[src/core/srcs_pkg.sv]
// package: constants and types of the spindle range change sequencer
package srcs_pkg;

    // ****************************************************************
    // bus and register map
    // ****************************************************************
    localparam int ADDR_W = 8;
    localparam int DATA_W = 32;
    localparam int SPEED_W = 16;
    localparam logic [ADDR_W-1:0] REG_RANGE1_MAX = 8'h00;
    localparam logic [ADDR_W-1:0] REG_RANGE2_MAX = 8'h04;
    localparam logic [ADDR_W-1:0] REG_RANGE3_MAX = 8'h08;
    localparam logic [ADDR_W-1:0] REG_RANGE4_MAX = 8'h0C;
    localparam logic [ADDR_W-1:0] REG_CONTROL = 8'h10;
    localparam logic [ADDR_W-1:0] REG_RES_LEVEL = 8'h14;
    localparam logic [ADDR_W-1:0] REG_RES_PERIOD = 8'h18;
    localparam logic [ADDR_W-1:0] REG_SPEED = 8'h1C;
    localparam logic [ADDR_W-1:0] REG_STATUS = 8'h20;

    // control and status bit positions
    localparam int CTL_RES_EN = 0;
    localparam int CTL_EXT_HS = 1;
    localparam int STS_RANGE_LO = 0;
    localparam int STS_BUSY = 2;
    localparam int STS_STROBE = 3;
    localparam int STS_RESIDUAL = 4;
    localparam int STS_DONE = 5;

    // reset values
    localparam logic [SPEED_W-1:0] RANGE_MAX_RST = 16'hFFFF;
    localparam logic [SPEED_W-1:0] RES_LEVEL_RST = 16'h0000;
    localparam logic [SPEED_W-1:0] RES_PERIOD_RST = 16'h0064;
    localparam logic [SPEED_W-1:0] SPEED_RST = 16'h0000;

    // range-select function code base: range index 0..3 gives 41..44
    localparam logic [7:0] RANGE_FUNC_BASE = 8'h41;

    // ****************************************************************
    // timing
    // ****************************************************************
    localparam int CLK_PERIOD_PS = 4000;
    localparam int MS_PS = 1_000_000_000;
    localparam int MS_CYCLES = MS_PS / CLK_PERIOD_PS;
    localparam int LEAD_MS = 50;
    localparam int STROBE_MS = 100;
    localparam int TAIL_NORMAL_MS = 50;
    localparam int TAIL_EXT_MS = 150;
    localparam int RESIDUAL_START_MS = 200;
    localparam int MS_CNT_W = 8;

    // ****************************************************************
    // types
    // ****************************************************************
    typedef enum logic [2:0] {
        ST_IDLE,
        ST_LEAD,
        ST_WAIT_FALL,
        ST_STROBE,
        ST_TAIL,
        ST_WAIT_DONE
    } srcs_state_t;

    typedef struct packed {
        logic [SPEED_W-1:0] range1_max_speed;
        logic [SPEED_W-1:0] range2_max_speed;
        logic [SPEED_W-1:0] range3_max_speed;
        logic [SPEED_W-1:0] range4_max_speed;
        logic residual_output_enable;
        logic extended_handshake_mode;
        logic [SPEED_W-1:0] residual_output_level;
        logic [SPEED_W-1:0] residual_output_period;
        logic [SPEED_W-1:0] speed_request;
    } srcs_cfg_t;

endpackage : srcs_pkg

[src/core/srcs_sequencer.sv]
// module: spindle gear range selection and range-change handshake
//
// Operation
// - up to four ranges, each with max speed
// - range change issues function 41 to 44
// - optional residual output: enable, level, period
// - function code out, strobe 50 ms later
// - normal mode: strobe held 100 ms then released
// - residual output starts 200 ms after code
// - extended mode waits for done falling edge
// - normal mode: code 50 ms after strobe
// - extended: strobe 100 ms after done falls, code 150 more
`timescale 1ns/1ps
module srcs_sequencer
    import srcs_pkg::*;
#(
    parameter int MS_TICK_CYCLES = MS_CYCLES
) (
    // clock and reset
    input wire logic clock_in,
    input wire logic rst_in,
    // register port
    input wire logic [ADDR_W-1:0] addr_in,
    input wire logic [DATA_W-1:0] wdata_in,
    input wire logic wr_in,
    input wire logic rd_in,
    output logic [DATA_W-1:0] rdata_out,
    // cabinet link
    input wire logic done_in,
    output logic [7:0] bcd_out,
    output logic strobe_out,
    // residual spindle output
    output logic residual_active_out,
    output logic residual_polarity_out,
    output logic [SPEED_W-1:0] residual_level_out
);

    localparam int TICK_W = $clog2(MS_TICK_CYCLES + 1);
    localparam logic [TICK_W-1:0] TICK_LAST = TICK_W'(MS_TICK_CYCLES - 1);

    // ****************************************************************
    // range selection
    // ****************************************************************
    function automatic logic [1:0] pick_range(input srcs_cfg_t c);
        logic [1:0] r;
        r = 2'd3;
        if (c.speed_request <= c.range3_max_speed) r = 2'd2;
        if (c.speed_request <= c.range2_max_speed) r = 2'd1;
        if (c.speed_request <= c.range1_max_speed) r = 2'd0;
        return r;
    endfunction : pick_range

    // ****************************************************************
    // register file
    // ****************************************************************
    srcs_cfg_t cfg_q, cfg_d;
    logic [DATA_W-1:0] rdata_q, rdata_d;
    srcs_state_t state_q, state_d;
    logic [1:0] range_q, range_d;
    logic [7:0] bcd_q, bcd_d;
    logic strobe_q, strobe_d;
    logic res_act_q, res_act_d;
    logic res_pol_q, res_pol_d;
    logic [SPEED_W-1:0] res_lvl_q, res_lvl_d;
    logic done_q;

    always_comb begin
        cfg_d = cfg_q;
        rdata_d = '0;
        if (wr_in) begin
            case (addr_in)
                REG_RANGE1_MAX: cfg_d.range1_max_speed = wdata_in[SPEED_W-1:0];
                REG_RANGE2_MAX: cfg_d.range2_max_speed = wdata_in[SPEED_W-1:0];
                REG_RANGE3_MAX: cfg_d.range3_max_speed = wdata_in[SPEED_W-1:0];
                REG_RANGE4_MAX: cfg_d.range4_max_speed = wdata_in[SPEED_W-1:0];
                REG_CONTROL: begin
                    cfg_d.residual_output_enable = wdata_in[CTL_RES_EN];
                    cfg_d.extended_handshake_mode = wdata_in[CTL_EXT_HS];
                end
                REG_RES_LEVEL:
                    cfg_d.residual_output_level = wdata_in[SPEED_W-1:0];
                REG_RES_PERIOD:
                    cfg_d.residual_output_period = wdata_in[SPEED_W-1:0];
                REG_SPEED: cfg_d.speed_request = wdata_in[SPEED_W-1:0];
                default: ;
            endcase
        end
        if (rd_in) begin
            case (addr_in)
                REG_RANGE1_MAX: rdata_d[SPEED_W-1:0] = cfg_q.range1_max_speed;
                REG_RANGE2_MAX: rdata_d[SPEED_W-1:0] = cfg_q.range2_max_speed;
                REG_RANGE3_MAX: rdata_d[SPEED_W-1:0] = cfg_q.range3_max_speed;
                REG_RANGE4_MAX: rdata_d[SPEED_W-1:0] = cfg_q.range4_max_speed;
                REG_CONTROL: begin
                    rdata_d[CTL_RES_EN] = cfg_q.residual_output_enable;
                    rdata_d[CTL_EXT_HS] = cfg_q.extended_handshake_mode;
                end
                REG_RES_LEVEL:
                    rdata_d[SPEED_W-1:0] = cfg_q.residual_output_level;
                REG_RES_PERIOD:
                    rdata_d[SPEED_W-1:0] = cfg_q.residual_output_period;
                REG_SPEED: rdata_d[SPEED_W-1:0] = cfg_q.speed_request;
                REG_STATUS: begin
                    rdata_d[STS_RANGE_LO +: 2] = range_q;
                    rdata_d[STS_BUSY] = (state_q != ST_IDLE);
                    rdata_d[STS_STROBE] = strobe_q;
                    rdata_d[STS_RESIDUAL] = res_act_q;
                    rdata_d[STS_DONE] = done_q;
                end
                default: ; // unmapped reads as zero
            endcase
        end
    end

    always_ff @(posedge clock_in) begin
        if (rst_in) begin
            cfg_q <= '{RANGE_MAX_RST, RANGE_MAX_RST, RANGE_MAX_RST,
                       RANGE_MAX_RST, 1'b0, 1'b0, RES_LEVEL_RST,
                       RES_PERIOD_RST, SPEED_RST};
            rdata_q <= '0;
        end else begin
            cfg_q <= cfg_d;
            rdata_q <= rdata_d;
        end
    end

    // ****************************************************************
    // done synchroniser and millisecond tick
    // ****************************************************************
    logic done_s1_q, done_s2_q, done_s3_q, done_d;
    logic [TICK_W-1:0] tick_cnt_q, tick_cnt_d;
    logic tick_q, tick_d;

    always_comb begin
        // change accepted only once stages two and three agree
        done_d = (done_s2_q == done_s3_q) ? done_s3_q : done_q;
        tick_d = (tick_cnt_q == TICK_LAST);
        tick_cnt_d = tick_d ? '0 : tick_cnt_q + TICK_W'(1);
    end

    always_ff @(posedge clock_in) begin
        if (rst_in) begin
            done_s1_q <= 1'b1;
            done_s2_q <= 1'b1;
            done_s3_q <= 1'b1;
            done_q <= 1'b1;
            tick_cnt_q <= '0;
            tick_q <= 1'b0;
        end else begin
            done_s1_q <= done_in;
            done_s2_q <= done_s1_q;
            done_s3_q <= done_s2_q;
            done_q <= done_d;
            tick_cnt_q <= tick_cnt_d;
            tick_q <= tick_d;
        end
    end

    // ****************************************************************
    // handshake sequencer
    // ****************************************************************
    logic [MS_CNT_W-1:0] ms_q, ms_d;
    logic [MS_CNT_W-1:0] elapsed_q, elapsed_d;
    logic [SPEED_W-1:0] per_q, per_d;
    logic done_prev_q;
    logic seen_low_q, seen_low_d;
    logic [1:0] target;
    logic ms_hit;

    always_comb begin
        target = pick_range(cfg_q);
        state_d = state_q;
        range_d = range_q;
        bcd_d = bcd_q;
        strobe_d = strobe_q;
        ms_d = ms_q;
        elapsed_d = elapsed_q;
        seen_low_d = seen_low_q | ~done_q;
        ms_hit = 1'b0;
        if (tick_q && state_q != ST_IDLE) begin
            ms_d = ms_q + MS_CNT_W'(1);
            ms_hit = 1'b1;
            if (elapsed_q != '1) elapsed_d = elapsed_q + MS_CNT_W'(1);
        end
        case (state_q)
            ST_IDLE: begin
                if (target != range_q) begin
                    range_d = target;
                    bcd_d = RANGE_FUNC_BASE + {6'd0, target};
                    state_d = ST_LEAD;
                    ms_d = '0;
                    elapsed_d = '0;
                    seen_low_d = 1'b0;
                end
            end
            ST_LEAD: begin
                if (ms_hit && ms_q == MS_CNT_W'(LEAD_MS - 1)) begin
                    strobe_d = 1'b1;
                    ms_d = '0;
                    state_d = cfg_q.extended_handshake_mode ?
                              ST_WAIT_FALL : ST_STROBE;
                end
            end
            ST_WAIT_FALL: begin
                // strobe stays up until the cabinet answers
                ms_d = '0;
                if (done_prev_q && !done_q) state_d = ST_STROBE;
            end
            ST_STROBE: begin
                if (ms_hit && ms_q == MS_CNT_W'(STROBE_MS - 1)) begin
                    strobe_d = 1'b0;
                    ms_d = '0;
                    state_d = ST_TAIL;
                end
            end
            ST_TAIL: begin
                if (ms_hit && ((!cfg_q.extended_handshake_mode &&
                     ms_q == MS_CNT_W'(TAIL_NORMAL_MS - 1)) ||
                    (cfg_q.extended_handshake_mode &&
                     ms_q == MS_CNT_W'(TAIL_EXT_MS - 1)))) begin
                    bcd_d = '0;
                    // a cabinet that never dropped done is not waited on
                    state_d = seen_low_d ? ST_WAIT_DONE : ST_IDLE;
                end
            end
            ST_WAIT_DONE: begin
                if (done_q) state_d = ST_IDLE;
            end
            default: state_d = ST_IDLE;
        endcase
    end

    // residual output: oscillates from 200 ms after the code until the sequencer returns to idle
    always_comb begin
        res_act_d = 1'b0;
        res_pol_d = 1'b0;
        res_lvl_d = '0;
        per_d = '0;
        if (state_q != ST_IDLE && cfg_q.residual_output_enable &&
            elapsed_q >= MS_CNT_W'(RESIDUAL_START_MS)) begin
            res_act_d = 1'b1;
            res_lvl_d = cfg_q.residual_output_level;
            res_pol_d = res_pol_q;
            per_d = per_q;
            if (tick_q) begin
                per_d = per_q + SPEED_W'(1);
                // a zero period holds a steady level
                if (cfg_q.residual_output_period != '0 &&
                    per_d >= cfg_q.residual_output_period) begin
                    per_d = '0;
                    res_pol_d = ~res_pol_q;
                end
            end
        end
    end

    always_ff @(posedge clock_in) begin
        if (rst_in) begin
            state_q <= ST_IDLE;
            range_q <= 2'd0;
            bcd_q <= 8'h00;
            strobe_q <= 1'b0;
            ms_q <= '0;
            elapsed_q <= '0;
            seen_low_q <= 1'b0;
            done_prev_q <= 1'b1;
            res_act_q <= 1'b0;
            res_pol_q <= 1'b0;
            res_lvl_q <= '0;
            per_q <= '0;
        end else begin
            state_q <= state_d;
            range_q <= range_d;
            bcd_q <= bcd_d;
            strobe_q <= strobe_d;
            ms_q <= ms_d;
            elapsed_q <= elapsed_d;
            seen_low_q <= seen_low_d;
            done_prev_q <= done_q;
            res_act_q <= res_act_d;
            res_pol_q <= res_pol_d;
            res_lvl_q <= res_lvl_d;
            per_q <= per_d;
        end
    end

    assign rdata_out = rdata_q;
    assign bcd_out = bcd_q;
    assign strobe_out = strobe_q;
    assign residual_active_out = res_act_q;
    assign residual_polarity_out = res_pol_q;
    assign residual_level_out = res_lvl_q;

endmodule : srcs_sequencer

[config.mk]
export PLATFORM = sky130hd
export DESIGN_NAME = srcs_sequencer
export DESIGN_NICKNAME = d
export VERILOG_FILES = /design/src/core/srcs_pkg.sv /design/src/core/srcs_sequencer.sv
export SDC_FILE = /design/constraint.sdc
export NUM_CORES = 1
export LEC_CHECK = 0
export BUFFER_PORTS_ARGS = -buffer_cell sky130_fd_sc_hd__buf_4
export CAP_MARGIN = 10
export CORE_MARGIN = 4
export CORE_UTILIZATION = 35
export CTS_CLUSTER_SIZE = 40
export DETAILED_ROUTE_END_ITERATION = 7
export SYNTH_ARGS = -nofsm -noshare
export SYNTH_HDL_FRONTEND = slang
export SYNTH_SLANG_ARGS = --single-unit
[constraint.sdc]
create_clock -name clock_in -period 4.8 [get_ports clock_in]
set_input_delay 0.96 -clock clock_in [delete_from_list [all_inputs] [get_ports clock_in]]
set_output_delay 0.96 -clock clock_in [all_outputs]
set_load 0.01 [all_outputs]
# ---- Yosys cells after proc, flatten, opt, wreduce, memory -nomap -nowiden
# Cells that the tools add are included.
# W data, S select, Z words.
dict set report totals {
  regBits 235
  input_bits 45
  out_inout_bits 59
  wordCells 140
}
dict set report classes {
  n_addsub 5
  magnitude_cmp 5
  eq_ne 26
  n_mux 35
  bitwise_logic 5
  n_reduce_logical 35
}
# operator n
set op_table {}
lappend op_table {{$mux W8} 10}
lappend op_table {{$pmux W10 S7} 1}
lappend op_table {{$le A16 B16 Y1} 3}
lappend op_table {{$eq A8 B5 Y1 const B} 4}
lappend op_table {{$pmux W4 S8} 1}
lappend op_table {{$pmux W8 S4} 1}
lappend op_table {{$mux W3} 7}
lappend op_table {{$reduce_and A2 Y1} 10}
lappend op_table {{$add A18 B1 Y18 const B} 1}
lappend op_table {{$eq A18 B18 Y1 const B} 1}
lappend op_table {{$pmux W2 S9} 1}
lappend op_table {{$pmux W3 S6} 1}
lappend op_table {{$add A16 B1 Y16 const B} 1}
lappend op_table {{$add A8 B1 Y8 const B} 2}
lappend op_table {{$eq A8 B4 Y1 const B} 2}
lappend op_table {{$eq A8 B6 Y1 const B} 2}
lappend op_table {{$ge A16 B16 Y1} 1}
lappend op_table {{$mux W16} 1}
lappend op_table {{$pmux W8 S2} 1}
lappend op_table {{$reduce_bool A16 Y1} 1}
lappend op_table {{$ne A2 B2 Y1 const B} 6}
lappend op_table {{$logic_and A1 B1 Y1} 10}
lappend op_table {{$add A7 B2 Y8 const A} 1}
lappend op_table {{$eq A8 B3 Y1 const B} 1}
lappend op_table {{23 further kinds} 41}

# ---- Logic depth before layout (Yosys ltp)
# Gate-level depths: netlist (run 1).
dict set report logic_depth {
  ltp_word 7
  mapped_depth 16
}

# ---- Worst setup path before layout (run 1)
# OpenSTA, ideal clock, no wires.
dict set report synth_timing {
  path_kind {register to register}
  from {reg per_q[0]}
  to {reg res_pol_q (netlist: residual_polarity_out)}
  setup_ps 128
  arrival_ps 3017
  required_ps 4672
  slack_ps 1655
  stages_incl_launch_ff 16
  path_buffers 1
  period_less_slack_ps 3145
  cell_sequence {dfxtp_1 -> ha_1 -> nand3_1 -> nor2_1 -> and3_1 -> and3_1 -> and3_1 -> nand3_1 -> xnor2_1 -> ha_1 -> nand4_1 -> nor3_1 -> a21oi_1 -> nor2_1 -> clkbuf_1 -> o21bai_1}
}
dict set report synth_via {
  elab_chain_len 4
}
# element line_no
set synth_rtl {}
lappend synth_rtl {{from (decl)} srcs_sequencer.sv:164} ;# logic [SPEED_W-1:0] per_q, per_d;
lappend synth_rtl {{from (signal assigned)} srcs_sequencer.sv:283} ;# per_q <= per_d;
lappend synth_rtl {{$add A16 B1 Y16} srcs_sequencer.sv:246} ;# per_d = per_q + SPEED_W'(1);
lappend synth_rtl {{$ge A16 B16 Y1} srcs_sequencer.sv:249} ;# per_d >= cfg_q.residual_output_period) begin
lappend synth_rtl {{$logic_and A1 B1 Y1} srcs_sequencer.sv:248} ;# if (cfg_q.residual_output_period != '0 &&
lappend synth_rtl {{$reduce_and A2 Y1 (no source line)} n/a}
lappend synth_rtl {{to (signal assigned)} srcs_sequencer.sv:281} ;# res_pol_q <= res_pol_d;
lappend synth_rtl {{to (decl)} srcs_sequencer.sv:63} ;# logic res_pol_q, res_pol_d;
# No other way between the ends.
# A chain may end at the register's enable or synchronous reset.

# ---- Final worst setup path (run 1)
dict set report layout_timing {
  from {reg per_q[0]}
  to {reg per_q[11]}
}
dict set report layout_via {
  elab_chain_len 4
}
# element line_no
set layout_rtl {}
lappend layout_rtl {{$add A16 B1 Y16 *} srcs_sequencer.sv:246}
lappend layout_rtl {{$ge A16 B16 Y1} srcs_sequencer.sv:249}
lappend layout_rtl {{$logic_and A1 B1 Y1} srcs_sequencer.sv:248}
lappend layout_rtl {{$mux W16 *} srcs_sequencer.sv:248}
# Mark *: on every way between the ends. The rest lies on a longest branch, timed or not.

==> key figures, run 1 <==
Final layout
  • Most frequent cells in the layout: 240 x nand2_1, 215 x dfxtp_1, 83 x a21oi_1
  • Final Cell Area: approximately 0.012 mm²
  • # nets final: ~1,400
  • Final non-filler cell total: 1,720
  • Fin util: 0.408
  • Ant diodes: 0
  • Filler instances: a little under 3,000
  • Layout area overhead: 14.8%
  • Layout cells sized above 1: 0.104
  • Commonest non-fill, non-tap cell in the layout: nand2_1

Setup path
  • Path depth of the worst reg2reg path: 15
  • CP startpoint kind: register
  • CP Cell Sequence: ha_1 -> nand3_1 -> nor2_1 -> and3_1 -> and3_1 -> and3_1 -> nand3_1 -> xnor2_1 -> ha_1 -> nand4_1 -> nor3_1 -> a21oi_1 -> nor2_1 -> buf_4 -> nor3_1
  • Crit path DAT: between 3 and 4 ns
  • Slowest stage delay, CP: 0.39 ns
  • Setup CP Type: register to register
  • Slowest-stage cell, CP: dfxtp_1
  • Reg2Reg Launch Point: per_q[0]
  • Flop-to-flop setup slack: between 1 and 1.5 ns
  • CP startpoint: per_q[0]
  • Worst EP required: roughly 5.2 ns
  • Crit Path Max Fanout: 9
  • CP endpoint kind: register
  • Most frequent CP cell: and3_1
  • Critical R2R Capture: per_q[11]

Detailed routing
  • Max layer used: met4
  • Routed length on met2: roughly 13 mm
  • Met3 routed WL: between 1.5 and 2 mm
  • WL met1: roughly 13 mm
  • DR iter-0 viols: 574
  • DRC viols: 0
  • Drt wl/cell: between 15 and 20 µm
  • Vias per std cell: roughly 5.2
  • Vias post-DR: roughly 9,000
  • Final wirelength: around 28 mm
  • Pre-antenna DRT Iters: 8
  • Post-DRT Antenna Nets: 0

Power and ir drop
  • Pwr Density: about 310 mW/mm²
  • Leakage: ~5.2 nW
  • Peak supply drop: about 0.00024 V

Flow run
  • MaxCap Viol Count: 0

Placed design
  • Placed cell area: 0.0113 mm²
  • Post-Place Cells: ~1,700
  • Post-DP HPWL: around 20 mm
  • DP Worst Slack: 1.25 ns
  • IO Port Bufs: between 60 and 70
  • Final RePlAce weighted congestion: 0.822

Yosys
  • Number of flops mapped to enable cells by yosys: 0
  • Post-Syn Instances: between 1,000 and 1,500
  • Ys Warns: 0
  • Post-Syn Area: about 0.011 mm²
  • FFs w/ async S/R, synth: 0
  • Synth Register Bits: approximately 220
  • Main synth FF type: dfxtp_1
  • Syn_area_per_cell: between 8 and 9 µm²
  • Sequential area share after synthesis: 0.408
  • Distinct cell type count after synthesis: 70

STA
  • Tcrit/Tclk final: 0.749
  • Setup TNS: 0 ns
  • Max frequency: about 280 MHz
  • Final Hold Viols: 0
  • Pins Over Slew Limit: 0
  • Unrepaired setup endpoints after global routing: false
  • Worst-margin pin slew: ~1.1 ns
  • Max Clock Skew: between 0.015 and 0.02 ns
  • Finish-stage setup viols: 0
  • Final setup margin: 1.20 ns
  • Final min period: between 3 and 4 ns
  • Slew margin rel.: 0.262

Min path
  • Startpoint of the worst hold path: done_s1_q
  • Cells on Worst Hold Path: 1
  • Hold EP: done_s2_q
  • Hold WC Path Type: register to register

GRT
  • Initial antenna violation count: 0
  • Tot GR Track Use: 0.167
  • Grt ovf: 0
  • Vias in the first global route: around 8,700
  • First-pass GRT wire length: 45.9 mm
  • Largest net degree at the start of global routing: a little under 80

Floorplan
  • # IOs: about 100
  • Row count: 63
  • Initial Util: 0.355
  • Die Span X: 182 µm
  • Core outline area: 0.0297 mm²
  • Die area: between 0.03 and 0.04 mm²
  • Die span in y: around 180 µm

Status
  • Status: complete, no violations

CTS
  • H-tree Lvls: 1
  • Setup repair bufs after CTS: 0
  • Clk sinks: ~220
  • Cts repair resizes: 0
  • CTS tree: built
  • CTS clk-pin slew, worst paths: roughly 0.060 ns
  • Clock Latency Late Sink: around 0.53 ns
  • CTS Buffer Depth: 3
  • CTS buffer count: 25
  • # hold bufs at CTS: 0
  • Clk root buf: clkbuf_16
worst max-delay path by stage:
stage                                  to  slack (ns)
detailed placement              per_q[10]        1.25
finish                          per_q[11]        1.20
global route                    per_q[11]        0.90
CTS                             per_q[11]        1.22
floorplan           residual_polarity_out        1.66
global placement                 per_q[3]        1.27
registers in the layout, summed over array words and instances (netlist names), 2 cells and up:
name	count
cfg_q	114
tick_cnt_q	18
per_q	16
rdata_out	16
residual_level_out	16
elapsed_q	8
ms_q	8
bcd_out	4
state_q	3
range_q	2
area by class of cell:
cell class | instances | area, µm² | share of cell area
sequential | 215 | 4300 | 0.355
tap | 390 | 488 | 0.0403
timing repair buffer | 82 | 616 | 0.0508
multi-input combinational | 909 | 5620 | 0.464
clock inverter | 5 | 57.6 | 0.00475
inverter | 79 | 297 | 0.0245
clock buffer | 40 | 742 | 0.0612
report_power, final:
part / switching, mW / leakage (nW) / internal, mW
Clock: 0.746 / 0.392 / 1.11
Combinational: 0.0857 / 3.03 / 0.0338
Sequential: 0.00679 / 1.74 / 1.79
Total: 0.839 / 5.16 / 2.93
routing by layer:
| metal | vias up | GRT usage |
|---|---|---|
| met5 | - | 0 |
| met1 | 4204 | 0.226 |
| met2 | 238 | 0.280 |
| li1 | 4480 | - |
| met4 | 0 | 0.0402 |
| met3 | 40 | 0.0272 |
kinds of logic (layout without fill, tap and decap cells):
| family | count (synthesis) | in the layout | share of synthesized area |
|---|---|---|---|
| xor+xnor | 52 | 52 | 0.0431 |
| compound gates | 268 | 268 | 0.178 |
| other cells | 1 | 20 | 0.000355 |
| buf+inv | 160 | 206 | 0.0671 |
| flops | 215 | 215 | 0.408 |
| mux | 6 | 6 | 0.00581 |
| simple gates | 492 | 492 | 0.214 |
| fa+ha+maj | 71 | 71 | 0.0841 |
synthesized netlist by cell type (all sizes together) (2+ instances only):
cell,number,share of area
and2,28,0.017
nor4,10,0.0059
o21bai,2,0.0014
a2111oi,2,0.0034
nand3b,3,0.0021
o21ai,17,0.0084
o21a,2,0.0014
xnor2,14,0.012
buf,31,0.021
nor3,30,0.014
and3,12,0.0071
nor4b,2,0.0017
a22o,14,0.012
nand4,22,0.013
mux2i,5,0.0047
dfxtp,215,0.41
nand2b,6,0.0036
a21oi,84,0.040
a221oi,10,0.0083
a31oi,16,0.011
nor2,70,0.026
ha,71,0.084
or3,6,0.0036
inv,79,0.028
clkbuf,50,0.018
o31a,2,0.0017
xor2,38,0.032
a222oi,12,0.011
and4,3,0.0025
nand3,39,0.018
nor2b,3,0.0018
o211ai,56,0.040
a21o,10,0.0071
o311ai,2,0.0033
a21boi,6,0.0043
nand2,241,0.086
or2,10,0.0059
o22ai,2,0.0012
a22oi,22,0.016
nor3b,3,0.0021
through the flow:
step | power, mW | hold slack, ns
final | 3.77 | 0.410
after global routing | 3.89 | 0.435
after CTS | 3.81 | 0.414
after detailed placement | 1.96 | 0.400
after global placement | 1.95 | 0.395
after floorplan | 1.91 | 0.389
critical path: cells and delay by family, from the launching register on:
family,cells,cell delay (ns)
AND/OR/NAND/NOR,10,1.96
adder cells (fa/ha/maj),2,0.56
flip-flops,1,0.39
buffers and inverters,1,0.24
XOR/XNOR,1,0.17
AO/OA/AOI/OAI,1,0.15
(Power assumes the default switching activity.)
==> run 2, diff against run 1 <==
==> constraint.sdc (replaced) <==
create_clock -name clock_in -period 3.16 [get_ports clock_in]
set_input_delay 0.632 -clock clock_in [delete_from_list [all_inputs] [get_ports clock_in]]
set_output_delay 0.632 -clock clock_in [all_outputs]
set_load 0.01 [all_outputs]
==> key figures, run 2 (synthesis gave the netlist of run 1 again) <==
Final layout
  • Most frequent cells in the layout: 240 x nand2_1, 212 x dfxtp_1, 107 x buf_4
  • Filler instances: 2,919 (-1.4%)
  • Largest regs: cfg_q x114, tick_cnt_q x18
  • Ant diodes: 0 (unchanged)
  • Multi-input gate area: 0.00567 mm² (+0.94%)
  • # nets final: 1,454 (+1.8%)
  • Seq. cell area: 0.00431 mm² (about the same)
  • Biggest register: cfg_q
  • Layout cells sized above 1: 0.137 (+0.0334)
  • Fin util: 0.421 (+0.0131)
  • Commonest non-fill, non-tap cell in the layout: nand2_1
  • Largest register FFs: 114 (unchanged)
  • Final Cell Area: 0.0125 mm² (+3.2%)
  • Layout area overhead: 18.5%

CTS
  • CTS Buffer Depth: 3 (unchanged)
  • Clock Latency Late Sink: 0.52 ns (about the same)
  • H-tree Lvls: 1 (unchanged)
  • CTS clk-pin slew, worst paths: 0.06 ns (about the same)
  • # hold bufs at CTS: 0 (unchanged)
  • Clk root buf: clkbuf_16
  • Setup repair bufs after CTS: 0 (unchanged)
  • CTS buffer count: 25 (unchanged)
  • CTS tree: built
  • Clk sinks: 215 (unchanged)

Power and ir drop
  • Pwr Density: 490 mW/mm² (+57%)
  • Leakage: 5.38 nW (+4.3%)
  • Peak supply drop: 0.000415 V (+69%)
  • Final Power: 6.13 mW (+63%)

Floorplan
  • # IOs: 104 (unchanged)
  • Initial Util: 0.355 (unchanged)
  • Die area: 0.0330 mm² (unchanged)
  • Die span in y: 182 µm (unchanged)
  • Core outline area: 0.0297 mm² (unchanged)
  • Row count: 63 (unchanged)
  • Die Span X: 182 µm (unchanged)

STA
  • Finish-stage setup viols: 0 (unchanged)
  • Max Clock Skew: 0.0135 ns (-0.00271 ns)
  • Final Hold Viols: 0 (unchanged)
  • Final setup margin: 0.188 ns (-1.02 ns)
  • Tcrit/Tclk final: 0.941 (+0.191)
  • Final min period: 2.97 ns (-0.624 ns)
  • Worst-margin pin slew: 0.862 ns (-0.244 ns)
  • Pins Over Slew Limit: 0 (unchanged)
  • Max frequency: 336 MHz (+21%)
  • Slew margin rel.: 0.425 (+0.163)
  • WHS: 0.298 ns (-0.112 ns)
  • Unrepaired setup endpoints after global routing: false

Setup path
  • Flop-to-flop setup slack: 0.19 ns (-1.02 ns)
  • Crit Path Max Fanout: 3 (-6)
  • Reg2Reg Launch Point: per_q[0]
  • Path depth of the worst reg2reg path: 15 (unchanged)
  • Setup CP Type: register to register
  • CP endpoint kind: register
  • Worst setup path endpoint: per_q[9]
  • CP startpoint kind: register
  • CP startpoint: per_q[0]
  • Crit path DAT: 3.44 ns (-0.53 ns)
  • Critical R2R Capture: per_q[9]
  • Worst EP required: 3.63 ns (-1.55 ns)

GRT
  • Tot GR Track Use: 0.167 (+0.000280)
  • Grt ovf: 0 (unchanged)
  • Largest net degree at the start of global routing: 74 (-3.9%)
  • Vias in the first global route: 8,634 (-0.47%)
  • Initial antenna violation count: 0 (unchanged)
  • First-pass GRT wire length: 45.9 mm (unchanged)

Min path
  • Hold WC Path Type: primary input to register

Detailed routing
  • Drt wl/cell: 16.5 µm (-0.15%)
  • Vias per std cell: 5.23 (+0.42%)
  • Post-DRT Antenna Nets: 0 (unchanged)
  • Final wirelength: 28.9 mm (+1.4%)
  • DR iter-0 viols: 607 (+5.7%)
  • DRC viols: 0 (unchanged)
  • Vias post-DR: 9,136 (+1.9%)
  • Pre-antenna DRT Iters: 6 (-2)

Status
  • Status: complete, no violations

Placed design
  • Post-DP HPWL: 20.7 mm (+2.0%)
  • DP Worst Slack: -0.251 ns (-1.50 ns)
  • IO Port Bufs: 67 (unchanged)
  • Placed cell area: 0.0115 mm² (+1.8%)
  • Final RePlAce weighted congestion: 0.834 (+1.4%)

Flow run
  • MaxCap Viol Count: 0 (unchanged)
[run 2: cell count changes in the layout (fill, tap and decap cells not counted), sizes merged]
cell and delta:
bufinv +5, clkbuf -9, buf +26, clkinv +4
[run 2: worst min-delay path by stage]
stage                          from   endpoint  slack, ns  depth (start not counted)
after floorplan           done_s1_q  done_s2_q       0.39                          1
after global placement    done_s1_q  done_s2_q       0.39                          1
after detailed placement  done_s1_q  done_s2_q       0.39                          1
after CTS                   done_in  done_s1_q       0.28                          2
after global routing        done_in  done_s1_q       0.28                          2
final                       done_in  done_s1_q       0.30                          2
[run 2: area by class of cell]
cell class,count,area share
Sequential cell,215,0.344
Clock inverter,14,0.0182
Multi-Input combinational cell,909,0.453
Timing Repair Buffer,108,0.0658
Inverter,79,0.0237
Clock buffer,31,0.0558
Tap cell,390,0.0390
[run 2: worst max-delay path, cell delays in order (launching register included)]
cell and delay, ns:
dfxtp_2 0.34, ha_2 0.19, nand3_2 0.10, nor2_2 0.12, and3_1 0.19, and3_1 0.19, and3_4 0.19, nand3_1 0.12
xnor2_2 0.17, ha_1 0.31, a21o_1 0.18, a21oi_2 0.14, o21ai_2 0.08, a21o_1 0.16, a21boi_1 0.26, a22o_1 0.19
[run 2: routing by layer]
layer	vias up	share of wire	track usage
met2	263	0.46	0.275
met3	42	0.064	0.0296
met5	-	0	0
met1	4308	0.45	0.229
li1	4523	-	-
met4	0	0.021	0.0423
[run 2: metrics by stage]
stage               std cells  setup TNS [ns]
floorplan                1284               0
global placement         1701           -1.66
detailed placement       1701           -2.64
CTS                      1746               0
global route             1746               0
finish                   1746               0
[run 2: where the power goes]
| group | switching (mW) | internal, mW | total (mW) |
|---|---|---|---|
| sequential | 0.0102 | 2.72 | 2.73 |
| clock | 1.16 | 2.05 | 3.22 |
| combinational | 0.131 | 0.0540 | 0.185 |
[run 2: repair_timing]
item | in CTS | in global routing
endpoints found under the setup margin | 12 | 17
gates resized for setup | 3 | 13
pin swaps | 0 | 2
